<file path="src/common/ext_bus_pkg.sv">
package ext_bus_pkg;

    // Oscillator input period in ns, the clock of this block
    localparam int OSC_PERIOD_NS = 50;
    // Tick positions within one strobe slot (six oscillator periods)
    localparam logic [2:0] TICK_LAST = 3'h5;
    localparam logic [2:0] ALE_LAST_TICK = 3'h1;
    localparam logic [2:0] ADDR_LAST_TICK = 3'h2;
    localparam logic [2:0] CODE_SAMPLE_TICK = 3'h5;
    localparam logic [2:0] DATA_SAMPLE_TICK = 3'h4;
    localparam logic [1:0] STATE_LAST = 2'h2;
    localparam logic [1:0] STATE_FIRST = 2'h0;
    // Port latches come out of reset at all ones
    localparam logic [7:0] PORT_RESET = 8'hFF;
    // Highest code address served by on-chip program memory
    localparam logic [15:0] INT_ROM_TOP = 16'h0FFF;

    typedef enum logic [1:0] {
        ACC_FETCH = 2'h0,
        ACC_CODE_TABLE = 2'h1,
        ACC_DATA_READ = 2'h2,
        ACC_DATA_WRITE = 2'h3
    } acc_kind_t;

    typedef enum logic [3:0] {
        M_IDLE = 4'h1,
        M_CODE = 4'h2,
        M_DADDR = 4'h4,
        M_DXFER = 4'h8
    } mode_t;

    typedef struct packed {
        logic valid;
        acc_kind_t kind;
        logic [15:0] addr;
        logic [7:0] wdata;
    } bus_req_t;

    typedef struct packed {
        logic done;
        logic internal;
        logic [7:0] rdata;
    } bus_rsp_t;

endpackage

</file>
<file path="src/hdl/external_memory_bus_interface.sv">
`timescale 1ns/1ps
// Functional notes
// - Low address and data share port
// - High address byte on separate port
// - Active-high address latch strobe output
// - Latch strobe every six oscillator periods
// - One latch strobe skipped per data access
// - Latch strobe released during reset
// - Fetch strobe low for fetch, table reads
// - Fetch strobe released during reset
// - Force pin low makes all fetches external
// - Separate write and read data strobes
// - Separate 64K code and data spaces
// - Oscillator divided by two internally
// - Static logic survives a stopped clock
// - Port latches reset to all ones
module external_memory_bus_interface (
    input wire logic core_clk_in,
    input wire logic arst_n_in,
    input wire ext_bus_pkg::bus_req_t req_in,
    output logic req_ready_out,
    output ext_bus_pkg::bus_rsp_t rsp_out,
    input wire logic external_fetch_force_n_in,
    input wire logic [7:0] low_addr_data_port_in,
    output logic [7:0] low_addr_data_port_out,
    output logic low_addr_data_port_oe_out,
    output logic [7:0] high_addr_port_out,
    output logic addr_latch_strobe_out,
    output logic addr_latch_strobe_oe_out,
    output logic program_fetch_strobe_n_out,
    output logic program_fetch_strobe_n_oe_out,
    output logic data_write_strobe_n_out,
    output logic data_read_strobe_n_out
);
    import ext_bus_pkg::*;

    // static state only
    // Sequencing state; all of it is plain flops, so a stopped
    // oscillator simply freezes the bus where it stands.
    logic phase;
    logic [1:0] st;
    mode_t mode;
    acc_kind_t kind;
    logic [15:0] addr;
    logic [7:0] wdata;
    logic int_code;

    logic force_meta;
    logic force_sync;
    logic [7:0] port_meta;
    logic [7:0] port_sync;

    // Output flops
    logic ale;
    logic ale_oe;
    logic program_fetch_strobe_n_n;
    logic program_fetch_strobe_n_oe;
    logic rd_n;
    logic wr_n;
    logic [7:0] low_out;
    logic low_oe;
    logic [7:0] high_out;
    logic done;
    logic internal_ack;
    logic [7:0] rdata;

    // A slot is six ticks: latch strobe on ticks 0-1, low address on
    // ticks 0-2, fetch or data strobe on ticks 3-5. A data access adds
    // a second slot with no latch strobe, its strobe ending at tick 4.
    // Current position
    wire [2:0] tick = {st, phase};
    wire slot_end = (st == STATE_LAST) && phase;
    wire is_code_kind = (req_in.kind == ACC_FETCH) ||
        (req_in.kind == ACC_CODE_TABLE);

    // the slot after the address slot of a data access is busy
    assign req_ready_out = slot_end && (mode != M_DADDR);
    wire take = req_in.valid && req_ready_out;

    // below the on-chip limit a fetch stays inside unless forced
    wire req_internal = force_sync && is_code_kind &&
        (req_in.addr <= INT_ROM_TOP);

    // each internal state spans two oscillator periods
    wire next_phase = ~phase;
    wire [1:0] st_inc = (st == STATE_LAST) ? STATE_FIRST : st + 2'h1;
    wire [1:0] next_st = phase ? st_inc : st;
    wire [2:0] next_tick = {next_st, next_phase};

    mode_t next_mode;
    always_comb begin
        next_mode = mode;
        case (mode)
            M_IDLE: begin
                if (take && is_code_kind) begin
                    next_mode = M_CODE;
                end else if (take) begin
                    next_mode = M_DADDR;
                end
            end
            // a data access holds the bus for two slots
            M_DADDR: begin
                if (slot_end) begin
                    next_mode = M_DXFER;
                end
            end
            M_CODE, M_DXFER: begin
                if (take && is_code_kind) begin
                    next_mode = M_CODE;
                end else if (take) begin
                    next_mode = M_DADDR;
                end else if (slot_end) begin
                    next_mode = M_IDLE;
                end
            end
            default: begin
                next_mode = M_IDLE;
            end
        endcase
    end

    wire acc_kind_t next_kind = take ? req_in.kind : kind;
    wire [15:0] next_addr = take ? req_in.addr : addr;
    wire [7:0] next_wdata = take ? req_in.wdata : wdata;
    wire next_int = take ? req_internal : int_code;

    wire next_ext_code = (next_mode == M_CODE) && !next_int;
    wire next_ext_any = next_ext_code || (next_mode == M_DADDR) ||
        (next_mode == M_DXFER);

    // strobe high over the first two of the three ticks the low address stands
    // latch strobe in the first state of every slot, idle or not
    // but never in the transfer slot of a data access
    wire next_ale = (next_mode != M_DXFER) &&
        (next_tick <= ALE_LAST_TICK);

    // address held one tick past the strobe's fall
    wire next_addr_drive = (next_ext_code || (next_mode == M_DADDR)) &&
        (next_tick <= ADDR_LAST_TICK);

    // fetch strobe after the address phase of an external fetch
    wire next_program_fetch_strobe_n_n = !(next_ext_code && (next_tick > ADDR_LAST_TICK));

    // read and write strobes run from tick 3 of the address slot to tick 4 of the transfer slot
    wire next_data_strobe =
        ((next_mode == M_DADDR) && (next_tick > ADDR_LAST_TICK)) ||
        ((next_mode == M_DXFER) && (next_tick < TICK_LAST));
    wire next_rd_n = !(next_data_strobe && (next_kind == ACC_DATA_READ));
    wire next_wr_n = !(next_data_strobe && (next_kind == ACC_DATA_WRITE));

    // write data stays one tick past the rising write strobe
    wire next_wdrive = (next_kind == ACC_DATA_WRITE) &&
        (((next_mode == M_DADDR) && (next_tick > ADDR_LAST_TICK)) ||
        (next_mode == M_DXFER));

    // one port carries the address, then the data
    wire [7:0] next_low_out = next_addr_drive ? next_addr[7:0] :
        (next_wdrive ? next_wdata : PORT_RESET);
    wire next_low_oe = next_addr_drive || next_wdrive;

    // high byte stands for the whole external access
    // one 16-bit address for either space, strobe tells them apart
    wire [7:0] next_high_out = next_ext_any ? next_addr[15:8] :
        PORT_RESET;

    // Data is taken from the synchronised port on the strobe's last tick
    wire code_sample = (mode == M_CODE) && (tick == CODE_SAMPLE_TICK);
    wire data_sample = (mode == M_DXFER) && (tick == DATA_SAMPLE_TICK);
    wire next_done = code_sample || data_sample;
    wire rd_capture = (code_sample && !int_code) ||
        (data_sample && (kind == ACC_DATA_READ));
    wire [7:0] next_rdata = rd_capture ? port_sync : rdata;

    // Pins from outside pass two flops before use
    always_ff @(posedge core_clk_in or negedge arst_n_in) begin
        if (!arst_n_in) begin
            force_meta <= 1'b0;
            force_sync <= 1'b0;
        end else begin
            force_meta <= external_fetch_force_n_in;
            force_sync <= force_meta;
        end
    end

    // Read data is seen two clocks late, so memory must drive early
    always_ff @(posedge core_clk_in or negedge arst_n_in) begin
        if (!arst_n_in) begin
            port_meta <= PORT_RESET;
            port_sync <= PORT_RESET;
        end else begin
            port_meta <= low_addr_data_port_in;
            port_sync <= port_meta;
        end
    end

    always_ff @(posedge core_clk_in or negedge arst_n_in) begin
        if (!arst_n_in) begin
            phase <= 1'b0;
            st <= STATE_FIRST;
            mode <= M_IDLE;
        end else begin
            phase <= next_phase;
            st <= next_st;
            mode <= next_mode;
        end
    end

    always_ff @(posedge core_clk_in or negedge arst_n_in) begin
        if (!arst_n_in) begin
            kind <= ACC_FETCH;
            int_code <= 1'b0;
        end else begin
            kind <= next_kind;
            int_code <= next_int;
        end
    end

    // Address and write data stand for the whole access
    always_ff @(posedge core_clk_in or negedge arst_n_in) begin
        if (!arst_n_in) begin
            addr <= 16'h0000;
            wdata <= 8'h00;
        end else begin
            addr <= next_addr;
            wdata <= next_wdata;
        end
    end

    // latch strobe released while reset is held
    always_ff @(posedge core_clk_in or negedge arst_n_in) begin
        if (!arst_n_in) begin
            ale <= 1'b0;
            ale_oe <= 1'b0;
        end else begin
            ale <= next_ale;
            ale_oe <= 1'b1;
        end
    end

    // fetch strobe released while reset is held
    always_ff @(posedge core_clk_in or negedge arst_n_in) begin
        if (!arst_n_in) begin
            program_fetch_strobe_n_n <= 1'b1;
            program_fetch_strobe_n_oe <= 1'b0;
        end else begin
            program_fetch_strobe_n_n <= next_program_fetch_strobe_n_n;
            program_fetch_strobe_n_oe <= 1'b1;
        end
    end

    always_ff @(posedge core_clk_in or negedge arst_n_in) begin
        if (!arst_n_in) begin
            rd_n <= 1'b1;
            wr_n <= 1'b1;
        end else begin
            rd_n <= next_rd_n;
            wr_n <= next_wr_n;
        end
    end

    // port latches at all ones out of reset
    always_ff @(posedge core_clk_in or negedge arst_n_in) begin
        if (!arst_n_in) begin
            low_out <= PORT_RESET;
            low_oe <= 1'b0;
            high_out <= PORT_RESET;
        end else begin
            low_out <= next_low_out;
            low_oe <= next_low_oe;
            high_out <= next_high_out;
        end
    end

    // Answer pulses last one cycle
    always_ff @(posedge core_clk_in or negedge arst_n_in) begin
        if (!arst_n_in) begin
            done <= 1'b0;
            internal_ack <= 1'b0;
        end else begin
            done <= next_done;
            internal_ack <= code_sample && int_code;
        end
    end

    // Read data holds until the next capture
    always_ff @(posedge core_clk_in or negedge arst_n_in) begin
        if (!arst_n_in) begin
            rdata <= 8'h00;
        end else begin
            rdata <= next_rdata;
        end
    end

    assign rsp_out = '{done: done, internal: internal_ack, rdata: rdata};
    assign low_addr_data_port_out = low_out;
    assign low_addr_data_port_oe_out = low_oe;
    assign high_addr_port_out = high_out;
    assign addr_latch_strobe_out = ale;
    assign addr_latch_strobe_oe_out = ale_oe;
    assign program_fetch_strobe_n_out = program_fetch_strobe_n_n;
    assign program_fetch_strobe_n_oe_out = program_fetch_strobe_n_oe;
    assign data_write_strobe_n_out = wr_n;
    assign data_read_strobe_n_out = rd_n;

endmodule

</file>
<file path="config.mk">
export PLATFORM = sky130hd
export DESIGN_NAME = external_memory_bus_interface
export DESIGN_NICKNAME = d
export VERILOG_FILES = /design/src/common/ext_bus_pkg.sv /design/src/hdl/external_memory_bus_interface.sv
export SDC_FILE = /design/constraint.sdc
export NUM_CORES = 1
export LEC_CHECK = 0
export BUFFER_PORTS_ARGS = -buffer_cell sky130_fd_sc_hd__buf_2
export CAP_MARGIN = 10
export CORE_MARGIN = 5
export CORE_UTILIZATION = 40
export CTS_CLUSTER_SIZE = 40
export DETAILED_ROUTE_END_ITERATION = 8
export PLACE_DENSITY = 0.74
export SLEW_MARGIN = 10
export SYNTH_ARGS = -nofsm -noshare
export SYNTH_HDL_FRONTEND = slang
export SYNTH_SLANG_ARGS = --single-unit
</file>
<file path="constraint.sdc">
create_clock -name core_clk_in -period 1.9 [get_ports core_clk_in]
set_clock_uncertainty 0.15 [all_clocks]
set_input_delay 0.095 -clock core_clk_in [delete_from_list [all_inputs] [get_ports core_clk_in]]
set_output_delay 0.095 -clock core_clk_in [all_outputs]
set_load 0.1 [all_outputs]
</file>
Word-level counts from Yosys, hierarchy flattened:

Cells that the tools add are included.

* add/subtract/negate cells: 1
* order comparisons: 5
* equality and inequality tests: 16
* multiplexer cells: 16
* bitwise operators: 1
* reductions and logical operators: 35

Operators by type and width (count)
* 8-bit 2-to-1 mux: 4
* 4-bit 2-to-1 mux: 6
* 1-bit logical AND: 20
* 16-bit by 12-bit less-or-equal comparator with 1-bit output (second input constant): 1
* 16-bit 2-to-1 mux: 1
* 4-bit one-hot mux with 3 select lines: 1
* 2-bit equality test (second input constant): 4
* 4-bit by 2-bit equality test with 1-bit output (second input constant): 2
* 4-bit by 3-bit equality test with 1-bit output (second input constant): 2
* 4-bit equality test (second input constant): 2
* 1-bit logical OR: 8
* 3-bit equality test (second input constant): 2
* 2-bit 2-to-1 mux: 3
* 1-bit logical NOT: 5
* 4-bit by 1-bit equality test with 1-bit output (second input constant): 1
* 4-bit by 3-bit != test with 1-bit output (second input constant): 1
* 4-bit != test (second input constant): 1
* 3-bit by 2-bit > comparator with 1-bit output (second input constant): 1
* 3-bit by 1-bit less-or-equal comparator with 1-bit output (second input constant): 1
* 3-bit by 2-bit less-or-equal comparator with 1-bit output (second input constant): 1
* 3-bit less-than comparator (second input constant): 1
* 2-bit by 1-bit adder with 2-bit output (second input constant): 1
* 2-bit by 1-bit equality test with 1-bit output (second input constant): 1
* 2-bit logical NOT: 1
* 3 further kinds: 3

* register bits after elaboration: 84
* input bits: 38
* output and inout bits: 34
* logic and storage cells: 96

Logic depth before layout (Yosys ltp):

* depth after elaboration: 13
* mapped depth: 8
* depth with buffers taken out: 6

Worst setup path after synthesis:

No wires, ideal clock.

* path kind: register to output
* start: register st[1]
* end: output port req_ready_out
* arrival time: 1.972 ns
* data required time: 1.655 ns
* path slack: -0.317 ns
* cell stages (with the launch flop): 4
* path buffers: 0
* path through: dfrtp_1 -> nor2b_1 -> nand2_1 -> nor2_1

* cells in the longest elaborated chain, start to end: 3

Ends and longest elaborated chain
* from (decl): line external_memory_bus_interface.sv:41 `logic [1:0] st;`
* from (signal assigned): line external_memory_bus_interface.sv:203 `st <= next_st;`
* 2-bit equality test: line external_memory_bus_interface.sv:72 `wire slot_end = (st == STATE_LAST) && phase;`
* 1-bit logical AND: line external_memory_bus_interface.sv:72
* 1-bit logical AND: line external_memory_bus_interface.sv:77 `assign req_ready_out = slot_end && (mode != M_DADDR);`
* to (decl): line external_memory_bus_interface.sv:21 `output logic req_ready_out,`

No other way between the ends.

Worst setup path after layout:

* start: register mode[3]
* end: register high_out[5], in the netlist high_addr_port_out[5]

* cells in the longest elaborated chain, start to end: 11
* elaborated cells on any way between the ends: 26
* those cells by class: eq/ne (8); mux (10); reduce/logical (8)

Ends and longest elaborated chain
* from (decl): line external_memory_bus_interface.sv:42 `mode_t mode;`
* from (signal assigned): line external_memory_bus_interface.sv:204 `mode <= next_mode;`
* 4-bit by 3-bit != test with 1-bit output: line external_memory_bus_interface.sv:77
* 1-bit logical AND: line external_memory_bus_interface.sv:77
* 1-bit logical AND: line external_memory_bus_interface.sv:78 `wire take = req_in.valid && req_ready_out;`
* 4-bit 2-to-1 mux (tied with other cells): line external_memory_bus_interface.sv:110 `end else if (take) begin`
* 4-bit 2-to-1 mux (on tied branches): line external_memory_bus_interface.sv:108, external_memory_bus_interface.sv:95
* 4-bit one-hot mux with 3 select lines: line external_memory_bus_interface.sv:93 `case (mode)`
* 4-bit by 2-bit equality test with 1-bit output: line external_memory_bus_interface.sv:127 `wire next_ext_code = (next_mode == M_CODE) && !next_int;`
* 1-bit logical AND: line external_memory_bus_interface.sv:127
* 1-bit logical OR (2 in series): line external_memory_bus_interface.sv:128 `wire next_ext_any = next_ext_code || (next_mode == M_DADDR) ||`
* 8-bit 2-to-1 mux (*): line external_memory_bus_interface.sv:163 `wire [7:0] next_high_out = next_ext_any ? next_addr[15:8] :`
* net next_high_out[5]: line external_memory_bus_interface.sv:163
* to (signal assigned): line external_memory_bus_interface.sv:270 `high_out <= next_high_out;`
* to (decl): line external_memory_bus_interface.sv:62 `logic [7:0] high_out;`

The timed path passes the listed nets; every way through them passes the cells marked *.
A chain may end at the register's enable or synchronous reset.

==> run metrics <==
PwrDens roughly 940 nW/um^2; Gate power share 30.1%; worst hold slack about 0.066 ns; Clk Latency, worst-skew pair approximately 0.34 ns; Req. time, crit path approximately 2 ns; Post-Syn Area roughly 3300 um^2; Area Growth Syn to Fin 49.87%; sequential share of the synthesized area between 60% and 70%; maximum VDD drop between 0.5 and 0.6 mV; CTS tree done; largest net degree at the start of global routing 44; highest cell delay on the worst timing path approximately 0.43 ns; Clock transition at path regs 0.09 ns; # IOs around 70; first-pass GRT wire length between 10000 and 15000 um; fin. max-slew vios 0; Worst Setup Slack, final -0.1308 ns; diode count 0; failing checks negative setup slack; die area 10120 um^2; GPL Wtd Cong between 0.8 and 0.9; grt ovf 0; antenna viol nets, final 0; hpwl dp between 4000 and 5000 um; GRT Overall Usage 15.34%; layout cells sized above 1 between 50% and 60%; P_int 2973 uW; drt pass-1 iters 4; outcome finished, violations left; Rows 33; worst path arrival time roughly 2.2 ns; Worst Path Buf+Inv 1; commonest register cell after synthesis dfrtp_1; drt initial violations 56; H-tree levels 3; Lkg Pwr ~0.0022 uW; Critical Path Source Type flop; Min-Delay Path Class input pin to flop; Slew @ Worst Pin between 0.5 and 0.6 ns; Post-synth ARST share 100.0%; Clock Path Buffers 2; Num CTS Buffers 9; initial antenna violation count 0; total core area 8093 um^2; Worst path slowest cell dfrtp_1; Max Fclk 0.4924 GHz; sw power between 1500 and 2000 uW; CTS Sinks between 80 and 90; Vias 2282; relative max-transition margin 63.75%; Final Hold Vio Count 0; DR WL/cell approximately 15 um; period utilization 106.9%; syn_area_per_cell roughly 14 um^2; min Tclk post-route 2.031 ns; endpoints failing setup 29; starting density of the core about two fifths; register share of total power 45.8%; CTS root buf clkbuf_8; Avg Vias per Cell around 4.7; drt total wl between 7000 and 8000 um; cells along the critical path nor4b_4, buf_4, o32ai_2, and2_4, a211o_4, nand2b_1; CP Capture Type flop; Crit Path Max Fanout 8; vias in the first global route approximately 2.4k; DIE HEIGHT about 100 um; Final nets between 400 and 500; max cap viols 0; Syn Inst Count around 230; Remaining DRCs 0; synth unique cells 45; Final TNS setup -2.030 ns; port bufs a little over 70; CP delay by family, top simple AND/OR/NAND/NOR gates; RSZ-0062 raised after global routing true; switching part of the total between 30% and 40%; Syn. warnings 0; WS Path Type flop to flop; power share of the clock group 24.2%; Mapped Nets between 200 and 300; Post-synth EDFFs 0; register bit count reported by yosys 84; Die Width between 100 and 150 um
==> cells in the final DEF (no fill, tap or decap), types with 2 or more instances in the layout <==
cell           instances
nor2_1                 4
clkinv_2               2
mux2i_4                8
mux2_4                11
dlygate4sd3_1         35
nor4_2                 2
buf_2                 69
nand3_1                4
mux2i_1                3
nand2_1                4
inv_1                 19
clkbuf_8              10
a22oi_2                7
a21oi_2                6
a21oi_4                2
dfrtp_1               47
a21oi_1                6
buf_6                  8
nand2b_1              11
dfstp_2               36
mux2_2                13
nor3_2                 2
o21ai_0                3
buf_12                 6
buf_4                 28
==> sequential cells by signal (all words and copies together), names as in the netlist, 2 cells and up <==
register	cells
port_sync	8
port_meta	8
st	2
rdata	8
mode	4
wdata	8
high_addr_port_out	8
addr	16
kind	2
low_addr_data_port_out	8
==> logic make-up (layout without fill, tap and decap cells) <==
| group | after synthesis | after routing | synth area share [%] |
|---|---|---|---|
| mux | 36 | 36 | 13.14 |
| compound gates | 38 | 38 | 8.077 |
| simple gates | 42 | 42 | 8.115 |
| flops | 84 | 84 | 65.37 |
| xor+xnor | 1 | 1 | 0.2667 |
| other cells | 1 | 1 | 0.1142 |
| buf+inv | 31 | 182 | 4.914 |
==> synthesized netlist by cell type (2+ instances only) <==
cell type	count	area share (%)
mux2i_1	11	3.4
mux2_2	14	4.8
nor4_1	3	0.57
buf_2	3	0.46
dfstp_2	36	29
inv_1	19	2.2
buf_4	3	0.69
o21ai_0	4	0.61
nand2_1	4	0.46
a211o_1	2	0.53
a22oi_1	8	1.8
clkbuf_1	2	0.23
dfrtp_1	48	37
a21oi_1	13	2.0
nand3_1	5	0.76
nand2b_1	12	2.3
mux2_4	10	4.6
nor2_1	5	0.57
buf_6	4	1.4
nor3_1	2	0.30
==> per-stage QoR <==
step / cells / worst slack (ns) / utilization (%) / power (uW) / cell area [um^2]
floorplan: 233 / -0.1566 / - / 3024 / 3287
global placement: 429 / -0.1192 / 49.38 / 3275 / 3996
detailed placement: 429 / -0.1934 / 49.38 / 3295 / 3996
CTS: 486 / -0.05674 / 58.01 / 4588 / 4695
global route: 489 / -0.1979 / 60.82 / 4837 / 4922
finish: 489 / -0.1308 / 60.82 / 4625 / 4922
==> layer usage <==
| layer | GRT usage, % | part of all wire, % |
|---|---|---|
| met1 | 19.50 | 43 |
| met2 | 25.22 | 52 |
| met3 | 4.913 | 4.7 |
| met4 | 4.249 | 0.43 |
| met5 | 0 | 0 |
==> what timing repair did <==
action                                  4_1_cts  5_1_grt
buffers inserted                              6        4
hold buffers                                 35        0
resized for setup                            23       39
hold endpoints to repair                     88        0
endpoints found under the setup margin       27       35
pin swaps                                    11        8
==> worst paths after layout <==
path                                          end  slack, ns        from  cells past startpoint
min in group asynchronous                 mode[3]       0.13   arst_n_in                      2
hold reg to reg                        force_sync       0.20  force_meta                      0
setup reg to reg            high_addr_port_out[5]      -0.13     mode[3]                      6
setup / recovery            high_addr_port_out[5]      -0.13     mode[3]                      6
max in group asynchronous            port_sync[1]       0.78   arst_n_in                      3
hold / removal             data_read_strobe_n_out       0.07  req_in[24]                      4
==> area by class of cell <==
cell class	instances	area, um^2
clock buffer	11	141.4
clock inverter	5	35.03
fill	629	3171
inverter	19	71.32
multi-input combinational	118	1264
sequential	84	2148
tap	105	131.4
timing repair buffer	147	1131
==> worst min-delay path, stage by stage <==
cell and delay (ns):
buf_2 0.12, mux2i_4 0.08, buf_4 0.14, nand3_1 0.08
==> power groups by stage <==
stage | registers (uW) | logic (uW) | clock network, uW
2_1_floorplan | 2740 | 286 | 0
3_3_place_gp | 2130 | 1140 | 0
3_5_place_dp | 2130 | 1160 | 0
4_1_cts | 2110 | 1320 | 1160
5_1_grt | 2140 | 1450 | 1250
6_report | 2120 | 1390 | 1120
No activity file was read; power rests on OpenSTA's default activity.
